[src/core/ctc_cfg.svh]
`ifndef CTC_CFG_SVH
`define CTC_CFG_SVH

// ------------------------------------------
// Bus geometry
// ------------------------------------------
`define CTC_AW 16
`define CTC_DW 8
`define CTC_CW 24
`define CTC_NBYTE 3
`define CTC_NEV 5
`define CTC_PRE_W 3

// ------------------------------------------
// Register addresses
// ------------------------------------------
`define CTC_ADDR_CN1 16'ha100
`define CTC_ADDR_CN2 16'ha101
`define CTC_ADDR_CNT_L 16'ha102
`define CTC_ADDR_CNT_M 16'ha103
`define CTC_ADDR_CNT_H 16'ha104
`define CTC_ADDR_RL_L 16'ha105
`define CTC_ADDR_CMP_L 16'ha018
`define CTC_ADDR_STAT 16'ha108
`define CTC_ADDR_CLR 16'ha109

// ------------------------------------------
// Field positions
// ------------------------------------------
`define CTC_EV_HI 7
`define CTC_EV_LO 3
`define CTC_WG_BIT 2
`define CTC_DIV_HI 1
`define CTC_DIV_LO 0

// ------------------------------------------
// Reset values and limits
// ------------------------------------------
`define CTC_RST_DIV 2'h0
`define CTC_RST_CN2 8'h00
`define CTC_RST_WORD 24'h000000
`define CTC_CNT_MAX 24'hffffff

`endif

[src/core/ctc_pkg.sv]
package ctc_pkg;

    // Count tick source
    typedef enum logic [1:0] {
        CTC_DIV8 = 2'b00,
        CTC_DIV4 = 2'b01,
        CTC_DIV2 = 2'b10,
        CTC_DIV1 = 2'b11
    } ctc_div_type;

    // The five event sources, in register bit order 7..3
    typedef struct packed {
        logic cmp2;
        logic cmp1;
        logic ovf24;
        logic ovf16;
        logic ovf8;
    } ctc_evt_type;

    // Second control register, same bit order as stored
    typedef struct packed {
        ctc_evt_type en;
        logic init_rl;
        logic run;
        logic autold;
    } ctc_ctl_type;

endpackage

[src/core/ctc_timer.sv]
// Strobed register access was chosen for this implementation.
`timescale 1ns/1ps
`include "ctc_cfg.svh"

module ctc_timer (
    input wire logic i_ref_clk,                   // System clock
    input wire logic i_sys_rst,                   // Async reset, active high
    input wire logic [`CTC_AW-1:0] i_addr,        // Register address
    input wire logic [`CTC_DW-1:0] i_wdata,       // Write data
    input wire logic i_wr,                        // Write strobe
    input wire logic i_rd,                        // Read strobe
    output logic [`CTC_DW-1:0] o_rdata,           // Read data, cycle after read
    output logic o_irq                            // Timer interrupt, level
);

    // ------------------------------------------
    // State
    // ------------------------------------------
    ctc_pkg::ctc_div_type div_q;
    ctc_pkg::ctc_ctl_type ctl_q;
    ctc_pkg::ctc_evt_type flg_q;
    ctc_pkg::ctc_evt_type evt;
    logic [`CTC_PRE_W-1:0] pre_q;
    logic [`CTC_CW-1:0] cnt_q;
    logic [`CTC_CW-1:0] cnt_d;
    logic [`CTC_CW-1:0] rl_q;
    logic [`CTC_CW-1:0] cmp_q;
    logic [`CTC_DW-1:0] rdata_q;
    logic [`CTC_DW-1:0] rdata_d;
    logic irq_q;
    logic tick;
    logic cnt_upd;
    logic wr_cn1;
    logic wr_cn2;
    logic wr_cnt_l;
    logic wr_clr;
    logic [`CTC_NEV-1:0] wmask;
    logic [`CTC_NEV-1:0] clr_hit;
    logic [`CTC_NEV-1:0] ev_vec;
    logic [`CTC_NEV-1:0] en_vec;

    // ------------------------------------------
    // Address decode
    // ------------------------------------------

    // Write hits; the slave never stalls so every strobe is taken at once
    assign wr_cn1 = i_wr && (i_addr == `CTC_ADDR_CN1);
    assign wr_cn2 = i_wr && (i_addr == `CTC_ADDR_CN2);
    assign wr_cnt_l = i_wr && (i_addr == `CTC_ADDR_CNT_L);
    assign wr_clr = i_wr && (i_addr == `CTC_ADDR_CLR);
    assign wmask = i_wdata[`CTC_EV_HI:`CTC_EV_LO];

    // ------------------------------------------
    // Control registers
    // ------------------------------------------

    // Divider select, held when the write gate is set
    always_ff @(posedge i_ref_clk or posedge i_sys_rst) begin
        if (i_sys_rst) begin
            div_q <= ctc_pkg::ctc_div_type'(`CTC_RST_DIV);
        end else if (wr_cn1 && !i_wdata[`CTC_WG_BIT]) begin
            div_q <= ctc_pkg::ctc_div_type'(i_wdata[`CTC_DIV_HI:`CTC_DIV_LO]);
        end
    end

    // Enables, init source, run and mode; plain read-write byte
    always_ff @(posedge i_ref_clk or posedge i_sys_rst) begin
        if (i_sys_rst) begin
            ctl_q <= ctc_pkg::ctc_ctl_type'(`CTC_RST_CN2);
        end else if (wr_cn2) begin
            ctl_q <= ctc_pkg::ctc_ctl_type'(i_wdata);
        end
    end

    // Reload and compare-one bytes, one pair of byte lanes per index
    genvar b;
    generate
        for (b = 0; b < `CTC_NBYTE; b++) begin : g_byte
            always_ff @(posedge i_ref_clk or posedge i_sys_rst) begin
                if (i_sys_rst) begin
                    rl_q[b*8 +: 8] <= 8'(`CTC_RST_WORD >> (b*8));
                end else if (i_wr && (i_addr == `CTC_ADDR_RL_L + `CTC_AW'(b))) begin
                    rl_q[b*8 +: 8] <= i_wdata;
                end
            end
            always_ff @(posedge i_ref_clk or posedge i_sys_rst) begin
                if (i_sys_rst) begin
                    cmp_q[b*8 +: 8] <= 8'(`CTC_RST_WORD >> (b*8));
                end else if (i_wr && (i_addr == `CTC_ADDR_CMP_L + `CTC_AW'(b))) begin
                    cmp_q[b*8 +: 8] <= i_wdata;
                end
            end
        end
    endgenerate

    // ------------------------------------------
    // Prescaler
    // ------------------------------------------

    // Free-running divider; changing the select mid-period may give one short tick
    always_ff @(posedge i_ref_clk or posedge i_sys_rst) begin
        if (i_sys_rst) begin
            pre_q <= '0;
        end else begin
            pre_q <= pre_q + 1'b1;
        end
    end

    // Tick select from the divider phase
    always_comb begin
        case (div_q)
            ctc_pkg::CTC_DIV8: tick = &pre_q;
            ctc_pkg::CTC_DIV4: tick = &pre_q[1:0];
            ctc_pkg::CTC_DIV2: tick = pre_q[0];
            ctc_pkg::CTC_DIV1: tick = 1'b1;
            default: tick = 1'b1;
        endcase
    end

    // ------------------------------------------
    // Counter
    // ------------------------------------------

    // Next count and the events it raises; an init write beats a tick
    always_comb begin
        cnt_d = cnt_q;
        cnt_upd = 1'b0;
        evt = '0;
        if (wr_cnt_l) begin
            cnt_upd = 1'b1;
            cnt_d = ctl_q.init_rl ? rl_q : '0;
        end else if (ctl_q.run && tick) begin
            cnt_upd = 1'b1;
            if (cnt_q == `CTC_CNT_MAX) begin
                cnt_d = ctl_q.autold ? rl_q : '0;
            end else begin
                cnt_d = cnt_q + 1'b1;
            end
            evt.ovf24 = (cnt_q == `CTC_CNT_MAX);
            evt.ovf16 = &cnt_q[15:0];
            evt.ovf8 = &cnt_q[7:0];
        end
        // Matches look at the new value, so a stopped counter cannot refire
        evt.cmp1 = cnt_upd && (cnt_d == cmp_q);
        evt.cmp2 = cnt_upd && !ctl_q.autold && (cnt_d == rl_q);
    end

    // Count register; middle and high writes have no path here
    always_ff @(posedge i_ref_clk or posedge i_sys_rst) begin
        if (i_sys_rst) begin
            cnt_q <= '0;
        end else begin
            cnt_q <= cnt_d;
        end
    end

    // ------------------------------------------
    // Flags and interrupt
    // ------------------------------------------

    assign ev_vec = evt;
    assign en_vec = ctl_q.en;

    // Clear by writing 0 in control one, or 1 in the clear register
    assign clr_hit = ({`CTC_NEV{wr_cn1}} & ~wmask) | ({`CTC_NEV{wr_clr}} & wmask);

    // Sticky flags; a set in the same cycle as a clear wins
    genvar f;
    generate
        for (f = 0; f < `CTC_NEV; f++) begin : g_flag
            always_ff @(posedge i_ref_clk or posedge i_sys_rst) begin
                if (i_sys_rst) begin
                    flg_q[f] <= 1'b0;
                end else if (ev_vec[f] && en_vec[f]) begin
                    flg_q[f] <= 1'b1;
                end else if (clr_hit[f]) begin
                    flg_q[f] <= 1'b0;
                end
            end
        end
    endgenerate

    // Registered interrupt, one cycle behind the flags
    always_ff @(posedge i_ref_clk or posedge i_sys_rst) begin
        if (i_sys_rst) begin
            irq_q <= 1'b0;
        end else begin
            irq_q <= |(flg_q & ctl_q.en);
        end
    end

    // ------------------------------------------
    // Read path
    // ------------------------------------------

    // Read mux; unmapped and write-only addresses read zero
    always_comb begin
        rdata_d = '0;
        case (i_addr)
            `CTC_ADDR_CN1: rdata_d = {flg_q, 1'b0, div_q};
            `CTC_ADDR_CN2: rdata_d = ctl_q;
            `CTC_ADDR_CNT_L: rdata_d = cnt_q[7:0];
            `CTC_ADDR_CNT_M: rdata_d = cnt_q[15:8];
            `CTC_ADDR_CNT_H: rdata_d = cnt_q[23:16];
            `CTC_ADDR_RL_L: rdata_d = rl_q[7:0];
            `CTC_ADDR_RL_L + 16'h0001: rdata_d = rl_q[15:8];
            `CTC_ADDR_RL_L + 16'h0002: rdata_d = rl_q[23:16];
            `CTC_ADDR_CMP_L: rdata_d = cmp_q[7:0];
            `CTC_ADDR_CMP_L + 16'h0001: rdata_d = cmp_q[15:8];
            `CTC_ADDR_CMP_L + 16'h0002: rdata_d = cmp_q[23:16];
            `CTC_ADDR_STAT: rdata_d = {flg_q, 3'h0};
            default: rdata_d = '0;
        endcase
    end

    // Data valid only in the cycle after the strobe, zero otherwise
    always_ff @(posedge i_ref_clk or posedge i_sys_rst) begin
        if (i_sys_rst) begin
            rdata_q <= '0;
        end else begin
            rdata_q <= i_rd ? rdata_d : '0;
        end
    end

    assign o_rdata = rdata_q;
    assign o_irq = irq_q;

endmodule

[config.mk]
export PLATFORM = sky130hd
export DESIGN_NAME = ctc_timer
export DESIGN_NICKNAME = d
export VERILOG_FILES = /design/src/core/ctc_pkg.sv /design/src/core/ctc_timer.sv
export VERILOG_INCLUDE_DIRS = /design/src /design/src/core
export SDC_FILE = /design/constraint.sdc
export NUM_CORES = 1
export LEC_CHECK = 0
export BUFFER_PORTS_ARGS = -buffer_cell sky130_fd_sc_hd__buf_2
export CORE_MARGIN = 4
export CORE_UTILIZATION = 49
export CTS_BUF_LIST = sky130_fd_sc_hd__clkbuf_2
export CTS_CLUSTER_SIZE = 25
export DETAILED_ROUTE_END_ITERATION = 8
export PLACE_DENSITY = 0.66
export SYNTH_ARGS = -nofsm -noshare
export SYNTH_HDL_FRONTEND = slang
export SYNTH_SLANG_ARGS = --single-unit
[constraint.sdc]
create_clock -name i_ref_clk -period 7.2 [get_ports i_ref_clk]
set_clock_uncertainty 0.2 [all_clocks]
set_input_delay 0 -clock i_ref_clk [delete_from_list [all_inputs] [get_ports i_ref_clk]]
set_output_delay 0 -clock i_ref_clk [all_outputs]
set_load 0.02 [all_outputs]
-- After elaboration in Yosys (flattened, before gate mapping)
Index checks and enable logic that the tools add are counted.
- register bits after elaboration: 99
- output and inout bits: 9
- word-level logic and storage cells: 105
- $add $sub $neg: 2
- equal/unequal tests: 19
- multiplexer cells: 22
- bitwise logic cells: 5
- reductions and logical operators: 33
- operator list (cell ; count):
    16-bit == test, second input constant ; 13
    24-bit two-way mux ; 5
    8-bit case mux with 12 select lines ; 1
    24-bit == test ; 2
    24-bit by 1-bit adder with 24-bit output, second input constant ; 1
    24-bit == test, second input constant ; 1
    1-bit logical AND ; 20
    16-bit AND reduction ; 1
    5-bit AND ; 3
    1-bit two-way mux ; 12
    2-bit nonzero test ; 5
    8-bit two-way mux ; 1
    8-bit AND reduction ; 1
    3-bit two-way mux ; 2
    5-bit NOT ; 1
    5-bit OR ; 1
    5-bit OR reduction ; 1
    2-bit == test, second input constant ; 2
    1-bit case mux with 4 select lines ; 1
    3-bit by 1-bit adder with 3-bit output, second input constant ; 1
    3-bit AND reduction ; 1
    2-bit by 1-bit == test with 1-bit output, second input constant ; 1
    1-bit logical NOT ; 2
    2-bit logical NOT ; 1
    2-bit AND reduction ; 1

-- Longest topological paths before layout
- depth in word-level cells: 9
- mapped depth: 14

-- Worst setup path before layout
No wires, ideal clock.
- path kind: register to register
- start: register pre_q[0]
- end: register flg_q[3] (netlist bit)
- data arrival time: 2.616 ns
- data required time: 6.924 ns
- slack: 4.308 ns
- stages on the path, launching flop included: 13
- period minus slack after synthesis: 2.892 ns
- cell sequence: dfrtp_1 -> ha_1 -> ha_1 -> mux2_2 -> o211a_2 -> buf_6 -> and4_1 -> o21ai_2 -> a21oi_1 -> a211o_1 -> a2111oi_1 -> nand4_1 -> o21ai_1
- longest elaborated chain between the ends: 9
- elaborated cells on any way between the ends: 13
- ends and longest elaborated chain (what ; RTL line ; RTL):
    start, declared ; ctc_timer.sv:23 ; logic [`CTC_PRE_W-1:0] pre_q;
    start signal, assigned ; ctc_timer.sv:105 ; pre_q <= pre_q + 1'b1;
    3-bit AND reduction / 2-bit AND reduction (equally long branches) ; ctc_timer.sv:112, ctc_timer.sv:113 ;
    1-bit case mux with 4 select lines (*) ; ctc_timer.sv:111 ; case (div_q)
    1-bit logical AND (*) ; ctc_timer.sv:132 ; end else if (ctl_q.run && tick) begin
    24-bit two-way mux ; ctc_timer.sv:132 ;
    24-bit two-way mux ; ctc_timer.sv:129 ; if (wr_cnt_l) begin
    24-bit == test ; ctc_timer.sv:144 ; evt.cmp1 = cnt_upd && (cnt_d == cmp_q);
    1-bit logical AND (*) ; ctc_timer.sv:144 ;
    1-bit logical AND (*) ; ctc_timer.sv:174 ; end else if (ev_vec[f] && en_vec[f]) begin
    1-bit two-way mux / 2-bit nonzero test (equally long branches) ; - ;
    end signal, assigned by index ; ctc_timer.sv:173 ; flg_q[f] <= 1'b0;
    end signal, assigned by index ; ctc_timer.sv:175 ; flg_q[f] <= 1'b1;
    end signal, assigned by index ; ctc_timer.sv:177 ; flg_q[f] <= 1'b0;
    end, declared ; ctc_timer.sv:21 ; ctc_pkg::ctc_evt_type flg_q;
Every way passes the cells marked *; elsewhere a longest branch is shown, timed or not.
A chain may end at the register's enable or synchronous reset.

-- Worst setup path in the final report
- start: input port i_addr[12]
- end: register rdata_q[7], in the netlist o_rdata[7]
- longest elaborated chain between the ends: 3
- elaborated cells on any way between the ends: 14
- ends and longest elaborated chain (what ; RTL line ; RTL):
    start, declared ; ctc_timer.sv:8 ; input wire logic [`CTC_AW-1:0] i_addr,
    16-bit == test ; ctc_timer.sv:199 ; case (i_addr)
    8-bit case mux with 12 select lines (*) ; ctc_timer.sv:199 ;
    8-bit two-way mux (*) ; ctc_timer.sv:221 ; rdata_q <= i_rd ? rdata_d : '0;
    end signal, assigned ; ctc_timer.sv:221 ;
    end, declared ; ctc_timer.sv:28 ; logic [`CTC_DW-1:0] rdata_q;
Marks and branches as above.

==> impl_metrics.csv <==
group,metric,value,unit
run_status,outcome,"finished clean",
worst_setup_path,critical_path_peak_fanout,8,
worst_setup_path,timing.setup.critical_path_class,"input port to flip-flop",
layout,drive_above_1_share,0.186,
power,power_per_cell_area,115,nW/um^2
clock_network,ctsResizeCount,0,
sta,final.period_utilization,0.605,
clock_network,clock_sinks,99,
floorplanning,initial_core_utilization,0.500,
worst_setup_path,critical_path_buf_inv_count,6,
worst_setup_path,timing.critical_path.required,7.61,ns
logic_synthesis,synth_async_sr_flop_share,1.00,
route,avgRoutedWirePerCell,29.9,um
global_route,grt_max_degree,52,
sta,totalNegativeSetupSlack,0,ns
run,maxCapViolations,0,
logic_synthesis,postSynth.topFlopCell,"sky130_fd_sc_hd__dfrtp_1",
global_route,grt_util_all_layers,0.370,
sta,achievable-frequency,230,MHz
logic_synthesis,distinct_cell_type_count_after_synthesis,91,
logic_synthesis,post_synth_main_area_contributors,"sky130_fd_sc_hd__dfrtp_1 (34%), sky130_fd_sc_hd__mux2_2 (8.7%), sky130_fd_sc_hd__nand2_1 (3.6%)",
floorplanning,number_of_placed_i_o_pins,37,
layout,synthToLayoutAreaGrowth,10.4,%
global_route,first_global_vias,6918,
route,drt-total-wl,30800,um
route,drt_pass1_iterations,6,
clock_network,clkLatencyLatePin,0.69,ns
power,power_switching_share,0.301,
route,dr.first_iter.drc_count,1161,
worst_setup_path,crit_family,"buffers and inverters",
logic_synthesis,synthDominantAreaCellType,"sky130_fd_sc_hd__dfrtp_1",
power,clockPowerShare,0.315,
route,post_drt_via_cell_ratio,7.14,
logic_synthesis,postSynthRegisterBits,99,
sta,slew_violations,0,
logic_synthesis,synth_edf_count,0,
power,netSwitchingPower,276,uW
power,combinational_fraction_of_design_power,0.075,
logic_synthesis,mappedNetlistNets,827,
clock_network,tritoncts,"built",
route,post_route_ant_nets,0,
logic_synthesis,synthesis.instances,796,
sta,timing.slew.headroom,0.312,
clock_network,post_cts_hold_buffer_count,44,
worst_setup_path,critical_path.cell_chain,"dlygate4sd3_1, buf_2, nor4b_2, dlygate4sd3_1, nand4_1, nor3_1, o31ai_1, dlygate4sd3_1, a21oi_1, dlygate4sd3_1, o31a_1, dlygate4sd3_1",
min_path,hp-class,"input port to flip-flop",
placed_design,hpwlAfterDp,22200,um
layout,final_core_utilization,0.552,
logic_synthesis,synth_top_area_share,0.342,
clock_network,clock_tree.htree_level_count,3,
floorplanning,total_die_area,16800,sq um
route,detailroute.via_count,7341,
global_route,grt_pass1_wl,44900,um
sta,max_slew.worst_pin.slew,1.03,ns
sta,report.final.setup_viol,0,
floorplanning,core,14500,sq um
global_route,gr_overflow_total,0,
worst_setup_path,crit_path_start_kind,"input port",
logic_synthesis,netlist_area,7240,sq um
floorplanning,die_w,130,um
worst_setup_path,crit_path_end_kind,"flip-flop",
power,leakagePower,3.37,nW
power,seq_power_share,0.610,
clock_network,cts_inserted_buffers,9,
placed_design,port-buffer-count,36,
layout,num-nets-final,869,
worst_setup_path,timing.critical_path.slowest_stage_cell,"sky130_fd_sc_hd__dlygate4sd3_1",
global_route,antenna_violations_before_repair,1,
clock_network,postCtsSetupRepairBufs,0,
layout,fillers,1333,
power,p_int,641,uW
floorplanning,std_cell_rows,44,
power,power.ir.vdd_worst,0.114,mV
sta,min_period,4.35,ns
clock_network,path_clk_slew,0.32,ns
worst_setup_path,cp.arrival,4.77,ns
logic_synthesis,yosysWarnings,0,
logic_synthesis,synth_area_per_cell,9.09,sq um
sta,finalHoldViolCount,0,
clock_network,max-clock-path-buffers,2,
clock_network,ctsRootBufferMaster,"sky130_fd_sc_hd__clkbuf_2",
worst_setup_path,worst_path_largest_cell_delay,0.73,ns
floorplanning,floorplan.die.height,130,um
logic_synthesis,sequential_fraction_of_the_synthesis_area,0.342,
route,route.detailed.drc,0,
worst_setup_path,most_repeated_library_cell_on_the_critical_path,"sky130_fd_sc_hd__dlygate4sd3_1",
sta,rsz0062_at_grt,"no",
placed_design,gp_routability_congestion,1.04,
-- cell families after synthesis --
logic type / count (synthesis) / share of synthesized area
flip-flops: 99 / 0.342
multiplexers: 84 / 0.142
adder cells (fa/ha/maj): 3 / 0.00519
AND/OR/NAND/NOR: 297 / 0.223
buffers and inverters: 86 / 0.0537
XOR/XNOR: 28 / 0.0339
AO/OA/AOI/OAI: 199 / 0.199
-- per-layer routing --
metal / global-route usage / vias to the layer above / share of wire
li1: - / 3097 / -
met1: 0.504 / 3565 / 0.39
met2: 0.543 / 551 / 0.43
met3: 0.0960 / 128 / 0.11
met4: 0.192 / 0 / 0.062
met5: 0 / - / 0
-- cells in the mapped netlist (all sizes together) (4+ instances only) --
library cell / instances
dfrtp: 99
nand2: 72
mux2: 57
nor2: 53
nand3: 43
o21ai: 41
a21oi: 38
clkbuf: 30
inv: 28
buf: 27
nor3: 25
nand4: 24
mux2i: 18
o211ai: 15
xnor2: 14
xor2: 14
nor4: 13
a211oi: 12
and2: 11
and4: 11
nor2b: 10
a211o: 9
and3: 9
mux4: 9
a2111oi: 8
a31oi: 8
nand3b: 7
o22ai: 6
a21o: 5
o311ai: 5
a32o: 4
o31a: 4
or4: 4
-- layout by cell type, fill, tap and decap left out, drive strengths merged, types with 13 or more instances in the layout --
cell	synthesis	final
nor4	13	13
o211ai	15	15
buf	27	43
nand3	43	43
nor3	25	25
dlygate4sd3	0	45
xor2	14	14
nand2	72	72
mux2	57	57
o21ai	41	41
nor2	53	53
mux2i	18	18
nand4	24	24
dfrtp	99	99
inv	28	32
a21oi	38	38
xnor2	14	14
-- sequential cells by signal, indices dropped and copies added (netlist names) --
| register | cells |
|---|---|
| cmp_q | 24 |
| cnt_q | 24 |
| ctl_q | 8 |
| div_q | 2 |
| flg_q | 5 |
| o_irq | 1 |
| o_rdata | 8 |
| pre_q | 3 |
| rl_q | 24 |
-- area by class of cell --
cell class | count | area [sq um] | area share
Inverter | 29 | 111 | 0.0139
Tap cell | 184 | 230 | 0.0288
Sequential cell | 99 | 2480 | 0.310
Clock buffer | 9 | 45.0 | 0.00564
Timing Repair Buffer | 88 | 683 | 0.0855
Clock inverter | 7 | 68.8 | 0.00861
Antenna cell | 1 | 2.50 | 0.000313
Multi-Input combinational cell | 611 | 4370 | 0.547
-- final timing paths --
| check | start | to | cells past startpoint | slack (ns) |
|---|---|---|---|---|
| max | i_addr[12] | o_rdata[7] | 12 | 2.85 |
| min | i_wdata[0] | rl_q[16] | 3 | 0.02 |
| max reg2reg | pre_q[0] | flg_q[4] | 11 | 2.92 |
| min reg2reg | pre_q[0] | pre_q[0] | 1 | 0.28 |
| max in group asynchronous | i_sys_rst | cnt_q[4] | 5 | 5.39 |
| min in group asynchronous | i_sys_rst | flg_q[3] | 4 | 0.28 |
-- worst register-to-register path: cells and delay by family, from the launching register on --
| family | cells | cell delay (ns) |
|---|---|---|
| AO/OA/AOI/OAI | 6 | 2.74 |
| adder cells (fa/ha/maj) | 2 | 0.33 |
| flip-flops | 1 | 0.44 |
| multiplexers | 1 | 0.17 |
| AND/OR/NAND/NOR | 2 | 0.43 |
-- power groups by stage --
stage          logic [mW]  clock network (mW)  registers (mW)
2_1_floorplan      0.0313                   0           0.567
3_3_place_gp       0.0547                   0           0.567
3_5_place_dp       0.0555                   0           0.567
4_1_cts            0.0672               0.292           0.559
5_1_grt            0.0736               0.313           0.560
6_report           0.0692               0.289           0.559
-- metrics by stage --
stage               instances  power [mW]  area [sq um]  hold WS [ns]  setup WS, ns
floorplan                 796       0.598          7240       -0.0832          4.31
CTS                      1026       0.918          7980      0.000764          3.04
detailed placement        966       0.623          7420       -0.0746          3.08
finish                   1028       0.917          7990        0.0185          2.85
global placement          966       0.622          7420       -0.0844          3.09
global route             1028       0.946          7990       0.00212          2.57
Power figures use the tool's default switching activity.
